[src/shared/imfl_pkg.sv]
// Constants for the interrupt mask and queue level threshold block.
package imfl_pkg;

  // ==========================================================================
  // Register offsets.
  localparam logic [7:0]  OFF_STATUS      = 8'h58;
  localparam logic [7:0]  OFF_ENABLE      = 8'h5C;
  localparam logic [7:0]  OFF_BYTE_TEST   = 8'h64;
  localparam logic [7:0]  OFF_LEVELS      = 8'h68;

  // ==========================================================================
  // Reset values, fixed pattern and writable bit masks.
  localparam logic [31:0] ENABLE_RESET    = 32'h0000_0000;
  localparam logic [31:0] ENABLE_WRITABLE = 32'h83BF_E7DF;
  localparam logic [31:0] STATUS_VALID    = 32'h83BF_E7DF;
  localparam logic [31:0] BYTE_TEST_VALUE = 32'h8765_4321;
  localparam logic [31:0] LEVELS_RESET    = 32'h4800_0000;
  localparam logic [31:0] LEVELS_WRITABLE = 32'hFFFF_00FF;

  // ==========================================================================
  // Field positions.
  localparam int          TX_DATA_LVL_LSB = 24;
  localparam int          TX_STS_LVL_LSB  = 16;
  localparam int          RX_STS_LVL_LSB  = 0;
  localparam int          LEVEL_WIDTH     = 8;
  localparam int          BLOCK_LOG2      = 6;
  localparam int          BIT_SPACE_AVAIL = 9;
  localparam int          BIT_TX_STS_LVL  = 7;
  localparam int          BIT_RX_STS_LVL  = 3;

  // ==========================================================================
  // Power states.
  typedef enum logic {PWR_AWAKE, PWR_ASLEEP} imfl_power_t;

endpackage

[src/shared/imfl_status_if.sv]
// Connection between the register logic and the interrupt status latch.
`timescale 1ns/100ps
interface imfl_status_if;
  logic [31:0] events;
  logic [31:0] clearBits;
  logic [31:0] status;

  modport latch (input events, input clearBits, output status);
  modport ctrl  (output events, output clearBits, input status);
endinterface

[src/rtl/imfl_status_latch.sv]
// Sticky interrupt status bits with write-one-to-clear.
`timescale 1ns/100ps
module imfl_status_latch (
  // Clock and reset.
  input  wire logic      ref_clk,
  input  wire logic      reset,
  // Status connection.
  imfl_status_if.latch   stsIf
);

  // ==========================================================================
  // Per-bit latches; a set in the same cycle as a clear wins.
  logic [31:0] status_r;
  wire  [31:0] status_nxt;

  genvar i;
  generate
    for (i = 0; i < 32; i++) begin : g_bit
      if (imfl_pkg::STATUS_VALID[i]) begin : g_live
        assign status_nxt[i] = stsIf.events[i] | (status_r[i] & ~stsIf.clearBits[i]); // [RULE2] [RULE12]
      end else begin : g_rsvd
        assign status_nxt[i] = 1'b0;
      end
    end
  endgenerate

  always_ff @(posedge ref_clk or posedge reset) begin
    if (reset) begin
      status_r <= 32'h0000_0000;
    end else begin
      status_r <= status_nxt;
    end
  end

  assign stsIf.status = status_r;

  // ==========================================================================
  // Checks.
  property p_set_wins;
    @(posedge ref_clk) disable iff (reset)
    (stsIf.events[imfl_pkg::BIT_RX_STS_LVL] && stsIf.clearBits[imfl_pkg::BIT_RX_STS_LVL])
      |=> stsIf.status[imfl_pkg::BIT_RX_STS_LVL];
  endproperty
  a_set_wins: assert property (p_set_wins) else $error("Status set lost to a clear."); // [RULE12]

  property p_clear_one;
    @(posedge ref_clk) disable iff (reset)
    (stsIf.clearBits[0] && !stsIf.events[0]) |=> !stsIf.status[0];
  endproperty
  a_clear_one: assert property (p_clear_one) else $error("Write of one did not clear status."); // [RULE12]

endmodule

[src/rtl/imfl_top.sv]
// Interrupt enable mask, byte order test and queue level threshold registers.
`timescale 1ns/100ps

// What this block does
// [RULE1] A 32-bit enable mask admits each set source onto the interrupt request.
// [RULE2] Status bits keep latching from sources whatever the mask says.
// [RULE3] Mask bits 31, 25, 24, 23 live; bits 30:26 and 22 read zero.
// [RULE4] Mask bits 21, 20, 19, 18 and 17 are live enables.
// [RULE5] Mask bits 16, 15, 14, 13 live; bits 12:11 read zero.
// [RULE6] Mask bits 10, 9, 8 and 7 are live enables.
// [RULE7] Mask bits 6, 4, 3, 2:0 live; bit 5 reserved; all reset to zero.
// [RULE8] A read-only test register always returns 8765_4321h.
// [RULE9] Transmit space event fires while free space exceeds level times 64 bytes.
// [RULE10] Transmit status level event fires while occupancy exceeds its level.
// [RULE11] Receive status level event fires while occupancy exceeds its level.
// [RULE12] Writing one clears a status bit; writing zero leaves it.
// [RULE13] Only a write to the test register wakes the device from low power.
// [RULE14] Interrupt request is registered: high one clock after status AND mask is nonzero, low one clock after it is zero.
module imfl_top #(
  parameter int FREE_WIDTH = 16
) (
  // Clock and reset.
  input  wire logic                  ref_clk,
  input  wire logic                  reset,
  // Register port.
  input  wire logic [7:0]            regAddr,
  input  wire logic                  regWrite,
  input  wire logic                  regRead,
  input  wire logic [31:0]           regWdata,
  output logic      [31:0]           regRdata,
  output logic                       regRdataValid,
  // Interrupt sources and queue levels.
  input  wire logic [31:0]           srcEvents,
  input  wire logic [FREE_WIDTH-1:0] txDataFreeBytes,
  input  wire logic [7:0]            txStatusUsedWords,
  input  wire logic [7:0]            rxStatusUsedWords,
  // Power control.
  input  wire logic                  enterLowPower,
  output logic                       deviceAsleep,
  // Interrupt request.
  output logic                       irqOut
);

  // ==========================================================================
  // Address decode.
  function automatic logic hit(input logic [7:0] addr, input logic [7:0] off);
    hit = (addr == off);
  endfunction

  logic wrEnable;
  logic wrStatus;
  logic wrLevels;
  logic wrByteTest;

  assign wrEnable   = regWrite && hit(regAddr, imfl_pkg::OFF_ENABLE);
  assign wrStatus   = regWrite && hit(regAddr, imfl_pkg::OFF_STATUS);
  assign wrLevels   = regWrite && hit(regAddr, imfl_pkg::OFF_LEVELS);
  assign wrByteTest = regWrite && hit(regAddr, imfl_pkg::OFF_BYTE_TEST);

  // ==========================================================================
  // Enable mask register.
  logic [31:0] enable_r;

  always_ff @(posedge ref_clk or posedge reset) begin
    if (reset) begin
      enable_r <= imfl_pkg::ENABLE_RESET; // [RULE7]
    end else if (wrEnable) begin
      enable_r <= regWdata & imfl_pkg::ENABLE_WRITABLE; // [RULE1] [RULE3] [RULE4] [RULE5] [RULE6] [RULE7]
    end
  end

  // ==========================================================================
  // Queue level threshold register.
  logic [31:0] levels_r;

  always_ff @(posedge ref_clk or posedge reset) begin
    if (reset) begin
      levels_r <= imfl_pkg::LEVELS_RESET; // [RULE9] [RULE10] [RULE11]
    end else if (wrLevels) begin
      levels_r <= regWdata & imfl_pkg::LEVELS_WRITABLE; // [RULE11]
    end
  end

  logic [7:0] txDataLevel;
  logic [7:0] txStsLevel;
  logic [7:0] rxStsLevel;

  assign txDataLevel = levels_r[imfl_pkg::TX_DATA_LVL_LSB +: imfl_pkg::LEVEL_WIDTH];
  assign txStsLevel  = levels_r[imfl_pkg::TX_STS_LVL_LSB +: imfl_pkg::LEVEL_WIDTH];
  assign rxStsLevel  = levels_r[imfl_pkg::RX_STS_LVL_LSB +: imfl_pkg::LEVEL_WIDTH];

  // ==========================================================================
  // Level comparisons.
  localparam int CMP_WIDTH = (FREE_WIDTH > 14) ? FREE_WIDTH : 14;

  logic [CMP_WIDTH-1:0] txSpaceBytes;
  logic [CMP_WIDTH-1:0] txLevelBytes;
  logic                 spaceEvent;
  logic                 txStsEvent;
  logic                 rxStsEvent;

  assign txSpaceBytes = CMP_WIDTH'(txDataFreeBytes);
  assign txLevelBytes = CMP_WIDTH'({txDataLevel, {imfl_pkg::BLOCK_LOG2{1'b0}}});
  assign spaceEvent   = txSpaceBytes > txLevelBytes;  // [RULE9]
  assign txStsEvent   = txStatusUsedWords > txStsLevel; // [RULE10]
  assign rxStsEvent   = rxStatusUsedWords > rxStsLevel; // [RULE11]

  // ==========================================================================
  // Status latch.
  imfl_status_if stsIf ();

  logic [31:0] levelEvents;

  always_comb begin
    levelEvents = 32'h0000_0000;
    levelEvents[imfl_pkg::BIT_SPACE_AVAIL] = spaceEvent;
    levelEvents[imfl_pkg::BIT_TX_STS_LVL]  = txStsEvent;
    levelEvents[imfl_pkg::BIT_RX_STS_LVL]  = rxStsEvent;
  end

  assign stsIf.events    = srcEvents | levelEvents; // [RULE2]
  assign stsIf.clearBits = wrStatus ? regWdata : 32'h0000_0000; // [RULE12]

  imfl_status_latch u_latch (
    .ref_clk (ref_clk),
    .reset   (reset),
    .stsIf   (stsIf.latch)
  );

  // ==========================================================================
  // Interrupt request.
  logic irq_r;

  always_ff @(posedge ref_clk or posedge reset) begin
    if (reset) begin
      irq_r <= 1'b0;
    end else begin
      irq_r <= |(stsIf.status & enable_r); // [RULE14] [RULE1]
    end
  end

  assign irqOut = irq_r;

  // ==========================================================================
  // Power state; only a test register write wakes the device.
  imfl_pkg::imfl_power_t power_r;

  always_ff @(posedge ref_clk or posedge reset) begin
    if (reset) begin
      power_r <= imfl_pkg::PWR_AWAKE;
    end else begin
      unique case (power_r)
        imfl_pkg::PWR_AWAKE: begin
          if (enterLowPower) begin
            power_r <= imfl_pkg::PWR_ASLEEP;
          end
        end
        imfl_pkg::PWR_ASLEEP: begin
          if (wrByteTest) begin
            power_r <= imfl_pkg::PWR_AWAKE; // [RULE13]
          end
        end
      endcase
    end
  end

  assign deviceAsleep = (power_r == imfl_pkg::PWR_ASLEEP);

  // ==========================================================================
  // Read data.
  logic [31:0] rdata_r;
  logic        rvalid_r;
  logic [31:0] rdMux;

  always_comb begin
    rdMux = 32'h0000_0000;
    if (hit(regAddr, imfl_pkg::OFF_ENABLE)) begin
      rdMux = enable_r;
    end else if (hit(regAddr, imfl_pkg::OFF_STATUS)) begin
      rdMux = stsIf.status;
    end else if (hit(regAddr, imfl_pkg::OFF_BYTE_TEST)) begin
      rdMux = imfl_pkg::BYTE_TEST_VALUE; // [RULE8]
    end else if (hit(regAddr, imfl_pkg::OFF_LEVELS)) begin
      rdMux = levels_r;
    end
  end

  always_ff @(posedge ref_clk or posedge reset) begin
    if (reset) begin
      rdata_r  <= 32'h0000_0000;
      rvalid_r <= 1'b0;
    end else begin
      rvalid_r <= regRead;
      if (regRead) begin
        rdata_r <= rdMux;
      end
    end
  end

  assign regRdata      = rdata_r;
  assign regRdataValid = rvalid_r;

  // ==========================================================================
  // Checks.
  property p_irq_tracks;
    @(posedge ref_clk) disable iff (reset)
    ##1 (irqOut == |($past(stsIf.status) & $past(enable_r)));
  endproperty
  a_irq_tracks: assert property (p_irq_tracks) else $error("Interrupt does not follow status and mask."); // [RULE14]

  property p_masked_quiet;
    @(posedge ref_clk) disable iff (reset)
    (enable_r == 32'h0000_0000) [*2] |-> !irqOut;
  endproperty
  a_masked_quiet: assert property (p_masked_quiet) else $error("Interrupt raised with all sources masked."); // [RULE1]

  property p_status_unmasked;
    @(posedge ref_clk) disable iff (reset)
    (srcEvents[0] && !enable_r[0]) |=> stsIf.status[0];
  endproperty
  a_status_unmasked: assert property (p_status_unmasked) else $error("Masked source did not latch."); // [RULE2]

  property p_reserved_zero;
    @(posedge ref_clk) disable iff (reset)
    (enable_r & ~imfl_pkg::ENABLE_WRITABLE) == 32'h0000_0000;
  endproperty
  a_reserved_zero: assert property (p_reserved_zero) else $error("Reserved mask bit set."); // [RULE3] [RULE5] [RULE7]

  property p_enable_write;
    @(posedge ref_clk) disable iff (reset)
    wrEnable |=> (enable_r[31] == $past(regWdata[31])) && (enable_r[6] == $past(regWdata[6]));
  endproperty
  a_enable_write: assert property (p_enable_write) else $error("Mask write not stored."); // [RULE3] [RULE7]

  property p_byte_test;
    @(posedge ref_clk) disable iff (reset)
    (regRead && hit(regAddr, imfl_pkg::OFF_BYTE_TEST)) |=> regRdataValid && (regRdata == 32'h8765_4321);
  endproperty
  a_byte_test: assert property (p_byte_test) else $error("Test pattern read wrong."); // [RULE8]

  property p_space_level;
    @(posedge ref_clk) disable iff (reset)
    (CMP_WIDTH'(txDataFreeBytes) > CMP_WIDTH'({txDataLevel, 6'h00}))
      |=> stsIf.status[imfl_pkg::BIT_SPACE_AVAIL];
  endproperty
  a_space_level: assert property (p_space_level) else $error("Space available status not raised."); // [RULE9]

  property p_tx_sts_level;
    @(posedge ref_clk) disable iff (reset)
    (txStatusUsedWords > levels_r[23:16]) |=> stsIf.status[imfl_pkg::BIT_TX_STS_LVL];
  endproperty
  a_tx_sts_level: assert property (p_tx_sts_level) else $error("Transmit status level not raised."); // [RULE10]

  property p_rx_sts_level;
    @(posedge ref_clk) disable iff (reset)
    (rxStatusUsedWords > levels_r[7:0]) |=> stsIf.status[imfl_pkg::BIT_RX_STS_LVL];
  endproperty
  a_rx_sts_level: assert property (p_rx_sts_level) else $error("Receive status level not raised."); // [RULE11]

  property p_wake_only_test;
    @(posedge ref_clk) disable iff (reset)
    (deviceAsleep && !wrByteTest) |=> deviceAsleep;
  endproperty
  a_wake_only_test: assert property (p_wake_only_test) else $error("Woke without test register write."); // [RULE13]

  property p_wake_on_test;
    @(posedge ref_clk) disable iff (reset)
    (deviceAsleep && wrByteTest) |=> !deviceAsleep;
  endproperty
  a_wake_on_test: assert property (p_wake_on_test) else $error("Test register write did not wake."); // [RULE13]

endmodule

[config.mk]
export PLATFORM = sky130hd
export DESIGN_NAME = imfl_top
export DESIGN_NICKNAME = d
export VERILOG_FILES = /design/src/shared/imfl_pkg.sv /design/src/shared/imfl_status_if.sv /design/src/rtl/imfl_status_latch.sv /design/src/rtl/imfl_top.sv
export SDC_FILE = /design/constraint.sdc
export NUM_CORES = 1
export LEC_CHECK = 0
export ABC_AREA = 1
export BUFFER_PORTS_ARGS = -buffer_cell sky130_fd_sc_hd__buf_2
export CORE_AREA = 10 10 91 133
export DETAILED_ROUTE_END_ITERATION = 10
export DIE_AREA = 0 0 101 143
export MAX_ROUTING_LAYER = met4
export PLACE_DENSITY_LB_ADDON = 0.08
export SYNTH_ARGS = -nofsm -noshare
export SYNTH_HDL_FRONTEND = slang
export SYNTH_SLANG_ARGS = --single-unit
export TNS_END_PERCENT = 1
[constraint.sdc]
create_clock -name ref_clk -period 8.7 [get_ports ref_clk]
set_clock_uncertainty 0.05 [all_clocks]
set_input_delay 0.435 -clock ref_clk [delete_from_list [all_inputs] [get_ports ref_clk]]
set_output_delay 0.435 -clock ref_clk [all_outputs]
set_load 0.05 [all_outputs]
Word level (Yosys, flattened, before mapping)
Index checks and enable logic that the tools add are counted.
{"block": "word_totals", "ff_bits": 105, "wordCells": 99}
{"block": "classes", "reduce_logical": 5, "muxes": 8, "n_eq_ne": 4, "n_lt_le_gt_ge": 3, "bitwise_logic": 72}
{"cell": "$mux 32", "n": 5}
{"cell": "$and 32x32->32", "n": 1}
{"cell": "$eq 8x7->1 const B", "n": 4}
{"cell": "$or 32x10->32", "n": 1}
{"cell": "$reduce_or 32->1", "n": 1}
{"cell": "$not 1->1", "n": 24}
{"cell": "$and 1x1->1", "n": 23}
{"cell": "$or 1x1->1", "n": 23}
{"cell": "$gt 16x14->1", "n": 1}
{"cell": "$gt 8x8->1", "n": 2}
{"cell": "$logic_and 1x1->1", "n": 4}
{"cell": "$mux 1", "n": 2}
{"cell": "$pmux 1 s2", "n": 1}

Logic depth before layout (Yosys ltp)
{"block": "logic_depth", "word_depth": 6, "depth_mapped": 11, "mapped_depth_nobuf": 11}

Hierarchy
A second synthesis with hierarchy kept.
{"block": "unflattened", "hier_cells": 833, "hier_area_um2": 5992.0}
{"module": "imfl_top", "instances": 1, "seq_area_each_um2": 2054.5, "cells_per_inst": 707, "area_per_inst_um2": 4996.0}
{"module": "imfl_status_latch", "instances": 1, "seq_area_each_um2": 575.6, "cells_per_inst": 126, "area_per_inst_um2": 996.0}

Least setup slack after synthesis
Ideal clock, no wire load.
{"block": "synth_path", "path_type": "in2reg", "from": "input regAddr[2]", "to": "register u_latch.status_r[0] (netlist: u_latch.stsIf.status[0])", "stages": 8, "path_slack_ns": 7.269, "setup_time_ns": 0.118, "path_buffers": 1, "required_time_ns": 8.532, "arrival_ns": 1.263, "path_cell_list": "inv_1 nand2_1 nor2_4 nand2_4 nor2_8 buf_6 nand2_1 a21o_1"}
{"block": "synth_between", "elab_chain_len": 6}
{"item": "start: declaration", "line_no": "imfl_top.sv:26", "source": "input wire logic [7:0] regAddr,"}
{"item": "$eq 8x7->1", "line_no": "imfl_top.sv:47", "source": "hit = (addr == off);"}
{"item": "$logic_and 1x1->1", "line_no": "imfl_top.sv:56", "source": "assign wrStatus = regWrite && hit(regAddr, imfl_pkg::OFF_STATUS);"}
{"item": "$mux 32", "line_no": "imfl_top.sv:122", "source": "assign stsIf.clearBits = wrStatus ? regWdata : 32'h0000_0000;"}
{"item": "$not 1->1", "line_no": "imfl_status_latch.sv:20", "source": "assign status_nxt[i] = stsIf.events[i] | (status_r[i] & ~stsIf.clearBits[i]);"}
{"item": "$and 1x1->1", "line_no": "imfl_status_latch.sv:20"}
{"item": "$or 1x1->1", "line_no": "imfl_status_latch.sv:20"}
{"item": "net u_latch.status_nxt[0]", "line_no": "imfl_status_latch.sv:14", "source": "wire [31:0] status_nxt;"}
{"item": "end signal: assignment", "line_no": "imfl_status_latch.sv:31", "source": "status_r <= status_nxt;"}
{"item": "end: declaration", "line_no": "imfl_status_latch.sv:13", "source": "logic [31:0] status_r;"}
The timed path passes the listed nets, and every way through them passes these cells.
A chain may end at the register's enable or synchronous reset.

Worst setup path in the final report
{"block": "layout_path", "from": "input regAddr[2]", "to": "register levels_r[7]"}
{"block": "layout_between", "elab_chain_len": 2}
{"item": "$eq 8x7->1", "line_no": "imfl_top.sv:47"}
{"item": "$logic_and 1x1->1", "line_no": "imfl_top.sv:57", "source": "assign wrLevels = regWrite && hit(regAddr, imfl_pkg::OFF_LEVELS);"}
{"item": "end signal: assignment", "line_no": "imfl_top.sv:78", "source": "levels_r <= imfl_pkg::LEVELS_RESET;"}
{"item": "end signal: assignment", "line_no": "imfl_top.sv:80", "source": "levels_r <= regWdata & imfl_pkg::LEVELS_WRITABLE;"}
{"item": "end: declaration", "line_no": "imfl_top.sv:74", "source": "logic [31:0] levels_r;"}
Every way passes these cells.

==> impl_results.md <==
* Row count at 44
* Post-Synthesis Mean Instance Area at 7.88 sq um
* Synth cell count leaders: nand2_1, dfrtp_1, inv_1, nand3_1, nor2_1
* Crit path DAT at ~2800 ps
* Syn-to-layout area delta at 16.8%
* Share of layout cells above drive strength 1 at 0.204
* Die W at ~100 um
* Chip height at roughly 140 um
* Count of cell types in the netlist at 30
* Post-synth ARST share at 1.00
* Final Critical Period at between 2000 and 3000 ps
* NumNets Final at between 900 and 1000
* Placed cell count at 911
* Final hold viol count at 0
* Sw Ratio at 0.257
* Remaining global-route overflow at 0
* First-pass GRT wire length at about 24000 um
* Max frequency at around 380 MHz
* MaxCap Viol Count at 0
* CTS Hold Buffers Added at 0
* Clock sink count at between 100 and 150
* Post-synth EDFFs at 0
* Reg clk slew, reported paths at about 70 ps
* Register area share after synthesis at 0.473
* Die area at roughly 14000 sq um
* RR Endpoint: u_latch.stsIf.status[9]$_DFF_PP0_
* DRT antenna net count at 0
* Pre-antenna DRT Iters at 5
* Synth Instances at between 600 and 700
* Finish-stage setup viols at 0
* Crit path launch type: primary input
* Area share of the largest cell type after synthesis at 0.464
* Fin Hold WS at around 2.6 ps
* Root Driver: clkbuf_16
* P_sw at around 0.00026 W
* Pwr/cell area at around 160 nW/um^2
* WL final at 14900 um
* Total Neg Setup Slack at 0 ps
* Flop pwr share at 0.503
* Maximum root-to-sink buffer count at 2
* Worst-Margin Slew at 989 ps
* Pin count of the biggest net entering global routing at around 80
* Crit share post-route at 0.301
* Reg2reg setup slack at about 7000 ps
* RSZ-0062 raised after global routing: false
* Placeable Area at between 9000 and 10000 sq um
* HP Class: in2async
* Fill count at 871
* Mapped Area at 5450 sq um
* Clock power frac at 0.381
* Per-cell routed wire length at ~16 um
* Initial antenna violation count at 0
* Layout Utilization at 0.661
* PortBufs at 130
* Leak pwr at approximately 3.5 nW
* Vias after detailed routing at 4905
* Cts repair resizes at 0
* Num ports at roughly 140
* # Post-CTS Setup Buffers at 0
* Pwr Total at about 0.001 W
* Warning count from the yosys run at 0
* CTS Buf Count at 9
* Non-Filler Instances at about 930
* Leading area contributor after synthesis: dfrtp_1
* Cell depth of the worst flop-to-flop path at 8
* Initial Utilization at 0.566
* Worst skew pair latency at approximately 350 ps
* Launch point of the worst reg-to-reg path: levels_r[30]$_DFFE_PP1P_
* Comb pwr share at 0.116
* Routability cong. at 0.839
* Worst VDD drop at 0.121 mV
* Crit end category: flop
* CP Max Fanout at 48
* Internal power at approximately 0.00074 W
* HPWL after DPL at 11000 um
* CTS tree: done
* Vias per cell at 5.29
* WP data required at 8890 ps
* Number of global-route vias before repair at between 4000 and 5000
* Slew margin rel. at 0.340
* H-tree Lvls at 3
* Leading post-synthesis cells by cell area: dfrtp_1, nand2_1, inv_1, nand3_1, ha_1
* Most numerous cell in the Yosys netlist: nand2_1
* Tot GR Track Use at 0.215
* Status: completed
* Top FF cell, synth: dfrtp_1
* Pins over their slew limit at 0
* # DRC at 0
* CP Class: in2reg
* Synth Register Bits at about 100
* DRT iter0 DRCs at ~320
## worst max path at each step
stage / startpoint / to / slack, ps / depth (start not counted)
3_3_place_gp: regAddr[0] / levels_r[20]$_DFFE_PP0P_ / 5810 / 6
4_1_cts: regAddr[1] / levels_r[17]$_DFFE_PP0P_ / 6080 / 6
3_5_place_dp: regAddr[1] / levels_r[17]$_DFFE_PP0P_ / 5730 / 6
5_1_grt: regAddr[0] / levels_r[7]$_DFFE_PP0P_ / 5750 / 6
2_1_floorplan: reset / deviceAsleep$_DFF_PP0_ / 5510 / 1
6_report: regAddr[2] / levels_r[7]$_DFFE_PP0P_ / 6080 / 6
## state kept, by name, indices dropped and copies added (netlist names)
register / flops
regRdataValid: 1
enable_r: 23
u_latch.stsIf.status: 23
levels_r: 24
deviceAsleep: 1
regRdata: 30
irqOut: 1
## layer usage
layer / track usage / wire (um) / vias up
met1: 0.267 / 6390 / 2320
met4: 0.0692 / 254 / 0
li1: - / - / 2427
met3: 0.0324 / 856 / 19
met5: - / 0 / -
met2: 0.352 / 7380 / 139
## power groups by stage
stage / clock [W] / sequential [W] / combinational (W)
final: 0.000380 / 0.000502 / 0.000115
after global routing: 0.000401 / 0.000503 / 0.000132
after CTS: 0.000382 / 0.000501 / 0.000118
after detailed placement: 0 / 0.000510 / 0.000117
after global placement: 0 / 0.000510 / 0.000113
after floorplan: 0 / 0.000517 / 0.0000633
## logic make-up (layout without fill, tap and decap cells)
logic type                 after synthesis  in the layout  synth area share
AOI/OAI and AO/OA                       94             94            0.0991
buffers and inverters                  122            241            0.0980
DFF                                    103            103             0.473
other                                    1              3          0.000688
adders and majority gates               24             24            0.0551
and+or+nand+nor                        348            348             0.274
## cell usage in the layout (no fill, tap or decap), types with 3 or more instances in the layout
master     instances
a21o_1            18
a21oi_1           13
nor2_1            41
dfrtp_1          101
o21ai_1           32
buf_2            130
ha_1              24
buf_4              3
o211ai_1           4
clkbuf_16          9
or2_2              3
o21ai_0           20
inv_1             89
nand2_1          211
o21bai_1           5
nand4_1            9
nand2_2            3
nor3_1             7
clkinv_2           4
nand3_1           66
## layout make-up
cell class | count | area, sq um | share of cell area
diodes | 1 | 2.50 | 0.000393
clock buffers | 12 | 256 | 0.0403
clock inverters | 4 | 20.0 | 0.00314
inverters | 92 | 348 | 0.0546
multi-input cells | 468 | 2340 | 0.368
flip-flops and latches | 103 | 2580 | 0.405
well taps | 115 | 144 | 0.0226
repair buffers | 133 | 673 | 0.106
## stage by stage
step	setup slack, ps	area (sq um)
after floorplan	5510	5460
after global routing	5750	6360
final	6080	6370
after detailed placement	5730	6090
after CTS	6080	6360
after global placement	5810	6090
## worst max-delay path: stages
cell and delay (ps):
buf_2 100, inv_1 60, nand2_1 80, nor2_4 680, nand3_2 970, o21ai_0 450
Note: power is estimated with default switching activity, not from simulation.
